==> src/rtl/fde_pkg.sv <==
// shared constants, types and carriers for the frame dma engine
package fde_pkg;

	////////////////////////////////////////////////////////////////////////////////
	// register byte offsets on the ahb-lite slave
	localparam logic [7:0] A_ACTIVATE = 8'h00;
	localparam logic [7:0] A_DISABLE = 8'h04;
	localparam logic [7:0] A_STATE = 8'h08;
	localparam logic [7:0] A_SAFE = 8'h0c;
	localparam logic [7:0] A_NULL_EVT = 8'h10;
	localparam logic [7:0] A_CFG = 8'h14;
	localparam logic [7:0] A_NEXT0 = 8'h18;
	localparam logic [7:0] A_NEXT1 = 8'h1c;
	localparam logic [7:0] A_CUR0 = 8'h20;
	localparam logic [7:0] A_CUR1 = 8'h24;
	localparam logic [7:0] A_CNT0 = 8'h28;
	localparam logic [7:0] A_CNT1 = 8'h2c;
	localparam logic [7:0] A_TOKEN = 8'h30;

	////////////////////////////////////////////////////////////////////////////////
	// control block field positions
	localparam int SZ_SIG = 16;
	localparam int SZ_TOKEN = 17;
	localparam int ST_SOF = 16;
	localparam int ST_EOF = 17;
	localparam int ST_ABORT = 18;
	localparam int ST_PD = 19;
	localparam int ST_OFS_LO = 20;
	localparam logic [31:0] STAT_OFS = 32'h0000000c;
	localparam logic [31:0] WORD_STEP = 32'h00000004;
	// config register: two bits per channel
	localparam int CFG_STOP_FRM = 0;
	localparam int CFG_STOP_BLK = 1;
	localparam int CFG_STRIDE = 2;

	////////////////////////////////////////////////////////////////////////////////
	// reset values
	localparam logic [31:0] RST_PTR = 32'h00000000;
	localparam logic [7:0] RST_CNT = 8'h00;
	localparam logic [7:0] RST_TOKEN = 8'h00;

	////////////////////////////////////////////////////////////////////////////////
	// types
	typedef enum logic [1:0] {CH_DIS, CH_UPD, CH_ACT} fde_chst_t;

	// nine states need four bits
	typedef enum logic [3:0] {
		E_IDLE, E_LOAD, E_TOKEN, E_XTAKE, E_XWRITE, E_INEXT, E_IREAD, E_IPUSH, E_STATUS
	} fde_eng_t;

	// byte from the queuing system into an extraction buffer
	typedef struct packed {
		logic [7:0] data;
		logic sof;
		logic eof;
		logic abort;
		logic pruned;
	} fde_xbeat_t;

	// byte from an injection buffer to the queuing system
	typedef struct packed {
		logic [7:0] data;
		logic sof;
		logic eof;
		logic abort;
	} fde_ibeat_t;

	// system memory request
	typedef struct packed {
		logic req;
		logic we;
		logic [31:0] addr;
		logic [31:0] wdata;
		logic [3:0] be;
	} fde_mem_t;

	typedef struct packed {
		fde_chst_t st;
		logic dis_req;
		logic null_evt;
		logic stop_frm;
		logic stop_blk;
		logic [31:0] next_ptr;
		logic [31:0] cur_ptr;
		logic [7:0] sig_cnt;
		logic [7:0] blk_cnt;
		logic [7:0] frm_cnt;
	} fde_chan_t;

endpackage : fde_pkg

==> src/rtl/fde_engine.sv <==
// frame dma engine: extraction channel 0, injection channel 1, ahb-lite registers
// Behaviour
// - a buffer holds at most one frame; frames may span buffers
// - frame bytes go to consecutive byte addresses in arrival order
// - offset given both ways; length given for injection, computed for extraction
// - word 0 next pointer, word 1 buffer pointer, both word-aligned
// - word 2 low half is buffer size; top byte is never written
// - status word: offset in bits 31..20, byte count in bits 15..0
// - status bit 16 marks start of frame, bit 17 end of frame
// - bit 18 abort: set on aborted extraction, aborts injection when loaded set
// - bit 19 pruned on extraction, done on injection; loaded set means abort
// - size-word bit 16 on load bumps the signal counter
// - size-word bit 17 on injection consumes a token, waiting while zero; a block loaded with abort or done set skips the token
// - write next pointer, then activate; engine fetches and transfers
// - disable request lets the current block finish and write status first
// - per-channel state disabled, updating or active, readable, disabled at reset
// - null next pointer at update time disables the channel
// - null-pointer event: extraction on load, injection on status write
// - activate cancels a pending disable or restarts a stopped channel
// - current block address readable; never refetched on reactivation
// - stop-after-frame and stop-after-block disable and raise the null event
// - frame counter on non-aborted end-of-frame status; block counter per fetch
// - extraction status rewrites flags and count, offset as loaded
// - injection status only sets the done flag
//
// Decided for this implementation: the address map and the AHB-Lite interface to the registers.
`timescale 1ns/10ps
module fde_engine
(
	input wire logic hclk,
	input wire logic hresetn,
	input wire logic hsel,
	input wire logic [31:0] haddr,
	input wire logic [1:0] htrans,
	input wire logic hwrite,
	input wire logic [2:0] hsize,
	input wire logic [31:0] hwdata,
	input wire logic hready,
	output logic hreadyout,
	output logic hresp,
	output logic [31:0] hrdata,
	output fde_pkg::fde_mem_t mem,
	input wire logic mem_ack,
	input wire logic [31:0] mem_rdata,
	input wire logic xq_valid,
	input fde_pkg::fde_xbeat_t xq_beat,
	output logic xq_ready,
	output logic iq_valid,
	output fde_pkg::fde_ibeat_t iq_beat,
	input wire logic iq_ready
);

	////////////////////////////////////////////////////////////////////////////////
	// state

	typedef struct packed {
		fde_pkg::fde_chan_t [1:0] ch;
		logic [7:0] tokens;
		fde_pkg::fde_eng_t eng;
		logic sel;
		logic [1:0] widx;
		logic [31:0] next_block_pointer;
		logic [31:0] bufp;
		logic [17:0] size;
		logic [31:0] stat;
		logic [15:0] cnt;
		logic sof;
		logic eof;
		logic abort;
		logic pd;
		fde_pkg::fde_mem_t mem;
		logic xq_ready;
		logic iq_valid;
		fde_pkg::fde_ibeat_t iq;
		logic ap_valid;
		logic ap_write;
		logic [7:0] ap_addr;
		logic [31:0] hrdata;
		logic hreadyout;
	} fde_state_t;

	fde_state_t s;
	fde_state_t n;

	////////////////////////////////////////////////////////////////////////////////
	// helpers

	function automatic logic [3:0] lane_be(input logic [31:0] a);
		lane_be = 4'h1 << a[1:0];
	endfunction : lane_be

	function automatic logic [7:0] lane_byte(input logic [31:0] w, input logic [31:0] a);
		lane_byte = w[{a[1:0], 3'h0} +: 8];
	endfunction : lane_byte

	// offset plus count still inside the buffer
	function automatic logic in_room(input logic [31:0] st, input logic [15:0] c,
		input logic [17:0] sz);
		in_room = ({5'h00, st[31:fde_pkg::ST_OFS_LO]} + {1'b0, c}) < {1'b0, sz[15:0]};
	endfunction : in_room

	function automatic logic [31:0] byte_addr(input fde_state_t q);
		byte_addr = q.bufp + {20'h00000, q.stat[31:fde_pkg::ST_OFS_LO]} + {16'h0000, q.cnt};
	endfunction : byte_addr

	function automatic logic safe_of(input fde_pkg::fde_chan_t c);
		safe_of = (c.st == fde_pkg::CH_DIS) || (c.dis_req && c.st == fde_pkg::CH_ACT);
	endfunction : safe_of

	function automatic logic [31:0] rd_reg(input fde_state_t q, input logic [7:0] a);
		case (a)
			fde_pkg::A_DISABLE: rd_reg = {30'h0, q.ch[1].dis_req, q.ch[0].dis_req};
			fde_pkg::A_STATE: rd_reg = {28'h0, q.ch[1].st, q.ch[0].st};
			fde_pkg::A_SAFE: rd_reg = {30'h0, safe_of(q.ch[1]), safe_of(q.ch[0])};
			fde_pkg::A_NULL_EVT: rd_reg = {30'h0, q.ch[1].null_evt, q.ch[0].null_evt};
			fde_pkg::A_CFG: rd_reg = {28'h0, q.ch[1].stop_blk, q.ch[1].stop_frm,
				q.ch[0].stop_blk, q.ch[0].stop_frm};
			fde_pkg::A_NEXT0: rd_reg = q.ch[0].next_ptr;
			fde_pkg::A_NEXT1: rd_reg = q.ch[1].next_ptr;
			fde_pkg::A_CUR0: rd_reg = q.ch[0].cur_ptr;
			fde_pkg::A_CUR1: rd_reg = q.ch[1].cur_ptr;
			fde_pkg::A_CNT0: rd_reg = {8'h00, q.ch[0].frm_cnt, q.ch[0].blk_cnt, q.ch[0].sig_cnt};
			fde_pkg::A_CNT1: rd_reg = {8'h00, q.ch[1].frm_cnt, q.ch[1].blk_cnt, q.ch[1].sig_cnt};
			fde_pkg::A_TOKEN: rd_reg = {24'h000000, q.tokens};
			default: rd_reg = 32'h00000000;
		endcase
	endfunction : rd_reg

	////////////////////////////////////////////////////////////////////////////////
	// next state

	always_comb
	begin
		logic [1:0] act;
		logic [1:0] dis;
		logic [1:0] clr;
		logic [1:0] set_evt;
		logic c;
		logic stop;
		logic frm_end;
		logic [31:0] ba;
		act = 2'b00;
		ba = byte_addr(s);
		dis = 2'b00;
		clr = 2'b00;
		set_evt = 2'b00;
		c = s.sel;
		stop = 1'b0;
		frm_end = 1'b0;
		n = s;

		// ahb-lite: zero wait states, read data fetched in the address phase
		n.hreadyout = 1'b1;
		n.ap_valid = hsel && htrans[1] && hready;
		n.ap_write = hwrite;
		n.ap_addr = haddr[7:0];
		if (hsel && htrans[1] && hready && !hwrite)
		begin
			n.hrdata = rd_reg(s, haddr[7:0]);
		end

		if (s.ap_valid && s.ap_write)
		begin
			case (s.ap_addr)
				fde_pkg::A_ACTIVATE: act = hwdata[1:0];
				fde_pkg::A_DISABLE: dis = hwdata[1:0];
				fde_pkg::A_NULL_EVT: clr = hwdata[1:0];
				fde_pkg::A_CFG:
				begin
					n.ch[0].stop_frm = hwdata[fde_pkg::CFG_STOP_FRM];
					n.ch[0].stop_blk = hwdata[fde_pkg::CFG_STOP_BLK];
					n.ch[1].stop_frm = hwdata[fde_pkg::CFG_STRIDE + fde_pkg::CFG_STOP_FRM];
					n.ch[1].stop_blk = hwdata[fde_pkg::CFG_STRIDE + fde_pkg::CFG_STOP_BLK];
				end
				fde_pkg::A_NEXT0: n.ch[0].next_ptr = hwdata;
				fde_pkg::A_NEXT1: n.ch[1].next_ptr = hwdata;
				fde_pkg::A_TOKEN: n.tokens = hwdata[7:0];
				default: ;
			endcase
		end

		////////////////////////////////////////////////////////////////////////////////
		// channel engine: serves one block of one channel at a time
		case (s.eng)
			fde_pkg::E_IDLE:
			begin
				// higher channel number wins
				c = (s.ch[1].st == fde_pkg::CH_UPD);
				if (s.ch[c].st == fde_pkg::CH_UPD)
				begin
					if (s.ch[c].dis_req || s.ch[c].next_ptr == fde_pkg::RST_PTR)
					begin
						n.ch[c].st = fde_pkg::CH_DIS;
						n.ch[c].dis_req = 1'b0;
					end
					else
					begin
						n.sel = c;
						n.ch[c].cur_ptr = s.ch[c].next_ptr;
						n.ch[c].blk_cnt = s.ch[c].blk_cnt + 8'h01;
						n.widx = 2'h0;
						n.mem = '{req: 1'b1, we: 1'b0, addr: s.ch[c].next_ptr,
							wdata: 32'h0, be: 4'hf};
						n.eng = fde_pkg::E_LOAD;
					end
				end
			end
			fde_pkg::E_LOAD:
			begin
				if (mem_ack)
				begin
					case (s.widx)
						2'h0: n.next_block_pointer = mem_rdata;
						2'h1: n.bufp = mem_rdata;
						2'h2: n.size = mem_rdata[17:0];
						default: n.stat = mem_rdata;
					endcase
					n.widx = s.widx + 2'h1;
					n.mem.addr = s.mem.addr + fde_pkg::WORD_STEP;
					if (s.widx == 2'h3)
					begin
						n.mem.req = 1'b0;
						// current block never refetched; its link becomes the next load
						n.ch[c].next_ptr = s.next_block_pointer;
						if (s.size[fde_pkg::SZ_SIG])
						begin
							n.ch[c].sig_cnt = s.ch[c].sig_cnt + 8'h01;
						end
						set_evt[c] = !c && s.next_block_pointer == fde_pkg::RST_PTR;
						n.ch[c].st = fde_pkg::CH_ACT;
						n.cnt = 16'h0000;
						n.sof = 1'b0;
						n.eof = 1'b0;
						n.pd = 1'b0;
						n.abort = c && (mem_rdata[fde_pkg::ST_ABORT] || mem_rdata[fde_pkg::ST_PD]);
						if (!c)
						begin
							n.eng = fde_pkg::E_XTAKE;
						end
						else if (s.size[fde_pkg::SZ_TOKEN] && !n.abort)
						begin
							n.eng = fde_pkg::E_TOKEN;
						end
						else
						begin
							n.eng = fde_pkg::E_INEXT;
						end
					end
				end
			end
			fde_pkg::E_TOKEN:
			begin
				if (n.tokens != 8'h00)
				begin
					n.tokens = n.tokens - 8'h01;
					n.eng = fde_pkg::E_INEXT;
				end
			end
			fde_pkg::E_XTAKE:
			begin
				if (!in_room(s.stat, s.cnt, s.size))
				begin
					n.xq_ready = 1'b0;
					n.eng = fde_pkg::E_STATUS;
				end
				else if (s.xq_ready && xq_valid)
				begin
					n.xq_ready = 1'b0;
					n.sof = s.sof || (s.cnt == 16'h0000 && xq_beat.sof);
					n.eof = xq_beat.eof;
					n.abort = xq_beat.abort;
					n.pd = xq_beat.pruned;
					// one byte per write, lane chosen by byte address
					n.mem = '{req: 1'b1, we: 1'b1, addr: {ba[31:2], 2'b00},
						wdata: {4{xq_beat.data}}, be: lane_be(ba)};
					n.eng = fde_pkg::E_XWRITE;
				end
				else
				begin
					n.xq_ready = 1'b1;
				end
			end
			fde_pkg::E_XWRITE:
			begin
				if (mem_ack)
				begin
					n.mem.req = 1'b0;
					n.cnt = s.cnt + 16'h0001;
					// a buffer never holds bytes of two frames
					n.eng = (s.eof || s.abort) ? fde_pkg::E_STATUS : fde_pkg::E_XTAKE;
				end
			end
			fde_pkg::E_INEXT:
			begin
				if (s.abort)
				begin
					n.iq_valid = 1'b1;
					n.iq = '{data: 8'h00, sof: s.stat[fde_pkg::ST_SOF], eof: 1'b1, abort: 1'b1};
					n.eng = fde_pkg::E_IPUSH;
				end
				else if (s.cnt == s.stat[15:0] || !in_room(s.stat, s.cnt, s.size))
				begin
					n.eng = fde_pkg::E_STATUS;
				end
				else
				begin
					n.mem = '{req: 1'b1, we: 1'b0, addr: {ba[31:2], 2'b00},
						wdata: 32'h0, be: 4'hf};
					n.eng = fde_pkg::E_IREAD;
				end
			end
			fde_pkg::E_IREAD:
			begin
				if (mem_ack)
				begin
					n.mem.req = 1'b0;
					n.iq_valid = 1'b1;
					n.iq = '{data: lane_byte(mem_rdata, byte_addr(s)),
						sof: s.stat[fde_pkg::ST_SOF] && s.cnt == 16'h0000,
						eof: s.stat[fde_pkg::ST_EOF] && s.cnt == s.stat[15:0] - 16'h0001,
						abort: 1'b0};
					n.eng = fde_pkg::E_IPUSH;
				end
			end
			fde_pkg::E_IPUSH:
			begin
				if (iq_ready)
				begin
					n.iq_valid = 1'b0;
					n.cnt = s.cnt + 16'h0001;
					n.eng = s.iq.abort ? fde_pkg::E_STATUS : fde_pkg::E_INEXT;
				end
			end
			fde_pkg::E_STATUS:
			begin
				if (!s.mem.req)
				begin
					n.ch[c].st = fde_pkg::CH_UPD;
					n.mem.req = 1'b1;
					n.mem.we = 1'b1;
					n.mem.be = 4'hf;
					n.mem.addr = s.ch[c].cur_ptr + fde_pkg::STAT_OFS;
					if (!c)
					begin
						n.mem.wdata = {s.stat[31:fde_pkg::ST_OFS_LO], s.pd, s.abort, s.eof,
							s.sof, s.cnt};
					end
					else
					begin
						n.mem.wdata = s.stat | (32'h1 << fde_pkg::ST_PD);
					end
				end
				else if (mem_ack)
				begin
					n.mem.req = 1'b0;
					frm_end = c ? s.stat[fde_pkg::ST_EOF] : s.eof;
					if (frm_end && !s.abort)
					begin
						n.ch[c].frm_cnt = s.ch[c].frm_cnt + 8'h01;
					end
					stop = (s.ch[c].stop_frm && frm_end) || s.ch[c].stop_blk;
					set_evt[c] = stop || (c && s.next_block_pointer == fde_pkg::RST_PTR);
					if (stop || s.ch[c].dis_req)
					begin
						n.ch[c].st = fde_pkg::CH_DIS;
						n.ch[c].dis_req = 1'b0;
					end
					n.eng = fde_pkg::E_IDLE;
				end
			end
			default: n.eng = fde_pkg::E_IDLE;
		endcase

		////////////////////////////////////////////////////////////////////////////////
		// software requests and sticky events
		for (int i = 0; i < 2; i++)
		begin
			if (dis[i] && n.ch[i].st != fde_pkg::CH_DIS)
			begin
				n.ch[i].dis_req = 1'b1;
			end
			if (act[i])
			begin
				// activate cancels a pending disable or restarts a stopped channel
				n.ch[i].dis_req = 1'b0;
				if (n.ch[i].st == fde_pkg::CH_DIS)
				begin
					n.ch[i].st = fde_pkg::CH_UPD;
				end
			end
			// set wins over a same-cycle clear
			n.ch[i].null_evt = (s.ch[i].null_evt && !clr[i]) || set_evt[i];
		end
	end

	////////////////////////////////////////////////////////////////////////////////
	// registers

	always_ff @(posedge hclk or negedge hresetn)
	begin
		if (!hresetn)
		begin
			s <= '0;
			s.eng <= fde_pkg::E_IDLE;
			s.tokens <= fde_pkg::RST_TOKEN;
			for (int i = 0; i < 2; i++)
			begin
				s.ch[i].st <= fde_pkg::CH_DIS;
				s.ch[i].next_ptr <= fde_pkg::RST_PTR;
				s.ch[i].cur_ptr <= fde_pkg::RST_PTR;
				s.ch[i].sig_cnt <= fde_pkg::RST_CNT;
				s.ch[i].blk_cnt <= fde_pkg::RST_CNT;
				s.ch[i].frm_cnt <= fde_pkg::RST_CNT;
			end
		end
		else
		begin
			s <= n;
		end
	end

	assign hreadyout = s.hreadyout;
	assign hresp = 1'b0;
	assign hrdata = s.hrdata;
	assign mem = s.mem;
	assign xq_ready = s.xq_ready;
	assign iq_valid = s.iq_valid;
	assign iq_beat = s.iq;

endmodule : fde_engine

==> config.mk <==
export PLATFORM = sky130hd
export DESIGN_NAME = fde_engine
export DESIGN_NICKNAME = d
export VERILOG_FILES = /design/src/rtl/fde_pkg.sv /design/src/rtl/fde_engine.sv
export SDC_FILE = /design/constraint.sdc
export NUM_CORES = 1
export LEC_CHECK = 0
export ABC_AREA = 1
export ABC_CLOCK_PERIOD_IN_PS = 10000
export BUFFER_PORTS_ARGS = -buffer_cell sky130_fd_sc_hd__buf_2
export CAP_MARGIN = 5
export CELL_PAD_IN_SITES_DETAIL_PLACEMENT = 0
export CELL_PAD_IN_SITES_GLOBAL_PLACEMENT = 1
export CORE_MARGIN = 2
export CORE_UTILIZATION = 40
export CTS_CLUSTER_DIAMETER = 100
export CTS_CLUSTER_SIZE = 24
export DETAILED_ROUTE_END_ITERATION = 16
export PLACE_DENSITY_LB_ADDON = 0.1
export RECOVER_POWER = 100
export SETUP_SLACK_MARGIN = 0.1
export SYNTH_ARGS = -nofsm -noshare
export SYNTH_HDL_FRONTEND = slang
export SYNTH_SLANG_ARGS = --single-unit
==> constraint.sdc <==
create_clock -name hclk -period 10 [get_ports hclk]
set_clock_uncertainty 0.2 [all_clocks]
set_input_delay 2 -clock hclk [delete_from_list [all_inputs] [get_ports hclk]]
set_output_delay 2 -clock hclk [all_outputs]
set_load 0.01 [all_outputs]
---- After elaboration in Yosys (flattened, before gate mapping) ----
Cells that the tools add are included.
Widths: inputs -> output; s select.
word-level totals
  word-level logic and storage cells ...... 350
  memory bits (writable) .................. 0
  bits in registers ....................... 463
  latch bits .............................. 0
  memories ................................ 0
  input port bits ......................... 121
  ROM bits ................................ 0
  output and inout bits ................... 117
operators by class
  $mul .................................... 0
  magnitude comparators ................... 5
  shifts and indexed selects .............. 2
  reductions and logical operators ........ 84
  mux-type cells .......................... 132
  divide/modulo/power cells ............... 0
  bitwise gates (word level) .............. 4
  equal/unequal tests ..................... 62
  add/subtract/negate cells ............... 12
operators by type and width
  kind                count
  $mux 188            15
  $bwmux 188          11
  $demux 94 s1        9
  $pmux 188 s3        1
  $pmux 32 s12        1
  $mux 94             4
  $mux 92             4
  $mux 70             4
  $mux 32             6
  $pmux 32 s5         1
  $mux 74             2
  $pmux 36 s4         1
  $mux 137            1
  $mux 88             1
  $mux 69             1
  $mux 34             2
  $eq 8x5->1 const B  8
  $logic_not 32->1    2
  $mux 4              14
  $mux 56             1
  $eq 8x6->1 const B  6
  $mux 16             3
  $pmux 16 s3         1
  $mux 12             3
  other kinds (70)    199

---- Depth between registers and ports, before layout ----
  depth after elaboration ................. 19
  gate-level depth with buffers ........... 27
  mapped depth without buffers ............ 25

---- Least setup slack after synthesis ----
Ideal clock, no wire load.
  path type ............................... input to register
  from .................................... in mem_ack
  to ...................................... reg s[143] (netlist bit)
  data required time ...................... 9,728 ps
  stages .................................. 11
  arrival ................................. 3,671 ps
  setup time .............................. 72 ps
  path buffers ............................ 1
  slack ................................... 6,057 ps
  path through ............................ buf_2 -> inv_1 -> o21ai_0 -> nand3_1 -> nor2_2 -> nand4_1 -> nor2_1 -> nand3_1 -> nor3_1 -> o21ai_0 -> nor2_1
on the way
  cells in the longest elaborated chain, start to end .. 2
  elaborated cells on any way between the ends .. 3
  classes of those cells .................. eq/ne: 2; reduce/logical: 1
RTL lines
  what                          line               RTL
  from (decl)                   fde_engine.sv:43   input wire logic mem_ack,
  $ne 2x2->1 (no line)          -
  $reduce_and 5->1 (no line) *  -
  to (signal assigned)          fde_engine.sv:418  s <= n;
  to (decl)                     fde_engine.sv:82   fde_state_t s;
Mark *: on every way between the ends. The rest lies on a longest branch, timed or not.
A chain may end at the register's enable or synchronous reset.

---- Worst setup path in the final report ----
  from .................................... reg s[462] (netlist bit)
  to ...................................... reg s[263] (netlist bit)
on the way
  cells in the longest elaborated chain, start to end .. 7
  elaborated cells on any way between the ends .. 9
  classes of those cells .................. eq/ne: 4; mux: 2; reduce/logical: 3
RTL lines
  what                                           line               RTL
  $eq 2x1->1                                     fde_engine.sv:188  c = (s.ch[1].st == fde_pkg::CH_UPD);
  $mux 94 (not written as such) * (2 in series)  fde_engine.sv:191  if (s.ch[c].dis_req || s.ch[c].next_ptr == fde_pkg::RST_PTR)
  $logic_not 32->1                               fde_engine.sv:191
  $logic_or 1x1->1                               fde_engine.sv:191
  $ne 2x2->1 (no line)                           -
  $reduce_and 11->1 (no line) *                  -
Mark *: on every way between the ends. The rest lies on a longest branch, timed or not. The select of a mux whose other input is x is not followed.

==> run metrics <==
fmax 0.141 GHz; DRT antenna net count 0; Hold Buf Count CTS 0; H-tree depth 1; switching share of power 51.3%; P_sw 4.68 mW; Final Setup Violations 0; hold depth 2; Leak 14.8 nW; area of the die 75400 µm²; I/O Pins 238; Initial DRC Count 2642; Main synth FF type dfrtp_1; critical path class reg2reg; Hold WC Path Type reg2reg; Die Y 275 µm; leading area contributor after synthesis dfrtp_1; Critical Path RT 10350 ps; Synth cell types 57; status complete, but fails checks; Root Buffer clkbuf_16; commonest non-fill, non-tap cell in the layout nand2_1; Period Utilization, post-route 71.1%; largest net degree at the start of global routing 134; Setup crit start kind flop; area of the core 72700 µm²; CP max stage cell clkbuf_1; cell internal pwr 4.45 mW; Inserted Clock Buffers 29; Clock power frac 15.2%; # DRC 0; largest family of logic cells by synthesized area simple AND/OR/NAND/NOR gates; Crit Reg-Reg Endpoint s[263]; worst path cell trace inv_1 -> nand2_1 -> clkbuf_1 -> o21ai_0 -> inv_1 -> nand2_1 -> nor2_1 -> nand2_1 -> nor2_1 -> nand2_1 -> nand2_1 -> nor2_1 -> buf_4 -> inv_1 -> buf_4 -> nand2_1 -> nor2_1 -> o21ai_0; Fin Setup TNS 0 ps; CP endpoint kind flop; RePlAce Congestion 0.909; WL/cell 23.3 µm; max-capacitance violation count 11; initial core utilization 40.3%; worst slew pin tran 4860 ps; asr flop ratio synth 100%; Hold EP iq_beat[6]; layout cell share with drive strength beyond 1 5.37%; Hold Fails Final Rpt 0; total number of vias 27776; commonest cells after routing, fill and taps aside 1033 x nand2_1, 510 x inv_1, 481 x o21ai_0, 461 x dfrtp_1, 230 x nor2_1; vias in the first global route 26424; Syn Nets 4224; fin crit period 7110 ps; Crit path max-delay family buffers and inverters; Yosys top cell area share 39.5%; PnR worst setup slack 2890 ps; DIE WIDTH 275 µm; relative slew slack -224%; CP dominant cell by count nand2_1; Combinational Power Share 51.1%; cell area after layout 31100 µm²; Synth Register Bits 462; Total GRT Usage 30.8%; Area after DPL 30300 µm²; antenna violations before repair 7; warnings from Yosys 0; CTS Sinks 462; post-synthesis mux area share 0.274%; pwr dens 294 nW/µm²; Final #Nets 4232; Compound-Gate Fraction of Synth Area 18.7%; simple-gate share of the synthesized area 24.4%; Detailed Routing Iterations Pass 1 6; failing checks capacitance limit, slew limit; Routed WL 117000 µm; detailed-route vias per instance 5.54; site row count 99; Slew Viols, Final 474; CP startpoint s[462]; Clock Tree Buf Depth 3; DP HPWL 86600 µm; crit-path max FO 43; FF-to-FF Start s[462]; Post-synth EDFFs 0; adder-cell share of the synthesized area 3.57%; # resized after CTS 0; worst hold start iq_beat[6]; Clock transition at path regs 100 ps; RSZ-0062 raised after global routing false; cell count along the critical path 18; Area contributors post-synth dfrtp_1 40%, nand2_1 13%, o21ai_0 8.1%; Layout area overhead 6.13%; CP Buf/Inv Count 6; port buffer count 208; CTS tree yes; Netlist Area Pre-Place 29300 µm²; R2R setup slack 2890 ps; first-pass GRT wire length 173000 µm; Post-Synthesis Cells 4028; Synth Area per Inst 7.27 µm²; VDD IR max 198 µV; Clock Latency Late Sink 660 ps; XOR/XNOR Fraction of Synth Area 1.71%; crit path DAT 7450 ps; post-CTS setup buffer count 0; CP peak stage delay 1440 ps; Remaining Overflow, GRT 0; register area share after synthesis 39.5%; R2R depth 18; Placement Setup Slack 4840 ps; Seq pwr share 33.7%
==> final cells by class <==
type / instances / area, µm²
inverters: 520 / 1950
repair buffers: 247 / 1160
flip-flops and latches: 462 / 11600
clock buffers: 29 / 726
well taps: 959 / 1200
clock inverters: 22 / 250
fillers: 7815 / 41600
multi-input cells: 2776 / 14200
diodes: 2 / 5.00
==> worst max-delay path by stage <==
stage | end | slack [ps]
final | s[263] | 2890
after global placement | s[394] | 4840
after global routing | s[156] | 2320
after floorplan | s[143] | 6060
after detailed placement | s[143] | 4840
after CTS | mem[0] | 4810
==> sequential cells by signal, summed over array words and instances (netlist names) <==
signal     count
xq_ready       1
mem           70
iq_beat       11
hreadyout      1
hrdata        32
s            346
iq_valid       1
==> worst min-delay path, delay by kind of cell (launching register included) <==
kind	cells	cell delay (ps)
flops	1	350
simple gates	2	100
==> layer usage <==
layer,vias to the layer above,global-route usage [%],part of all wire [%]
met5,-,0,0
met4,0,7.92,2.7
met3,115,3.03,6.0
met2,906,50.0,46
met1,13500,43.9,45
li1,13255,-,-
==> cell usage after synthesis (5+ instances only) <==
master     number
nand3b_1        9
o221ai_1       12
or2_2          29
a211oi_1        7
o21ai_1        15
nor2_1        226
o22ai_1        93
nor3_1         75
a22oi_1         5
nand3_1       191
nor2_2         11
clkbuf_1      104
xnor2_1        14
nor4_1         27
o31ai_1        15
ha_1           61
o2111ai_1      20
a221oi_1       15
dfrtp_1       462
buf_2          35
a31oi_1        13
mux2i_1         8
buf_1           7
a21o_1          8
buf_4         120
o211ai_1       66
nand4_1        65
a21oi_1       153
fa_1           14
xor2_1         43
o32ai_1         7
inv_2          13
o21ai_0       476
inv_1         505
o21bai_1       35
nand2_1      1029
==> through the flow <==
stage / power [mW] / utilization [%] / hold slack [ps] / cells
global route: 9.87 / 42.7 / 298 / 5015
detailed placement: 7.77 / 41.7 / 257 / 4964
CTS: 9.16 / 43.1 / 281 / 5015
global placement: 7.75 / 41.7 / 253 / 4964
finish: 9.12 / 42.7 / 277 / 5017
floorplan: 6.20 / - / 243 / 4028
==> cell families (layout without fill, tap and decap cells) <==
logic type,after synthesis,count (layout)
AOI/OAI and AO/OA,949,949
xor gates and xnor gates,57,57
adders and majority gates,75,75
buffers and inverters,790,818
DFF,462,462
muxes,8,8
other,2,4
and+or+nand+nor,1685,1685
==> power groups by stage <==
stage          Sequential (mW)  Clock, mW  Combinational, mW
2_1_floorplan             2.84          0               3.36
3_3_place_gp              3.09          0               4.66
3_5_place_dp              3.09          0               4.67
4_1_cts                   3.06       1.41               4.69
5_1_grt                   3.15       1.48               5.24
6_report                  3.08       1.39               4.66
(Power assumes the default switching activity.)
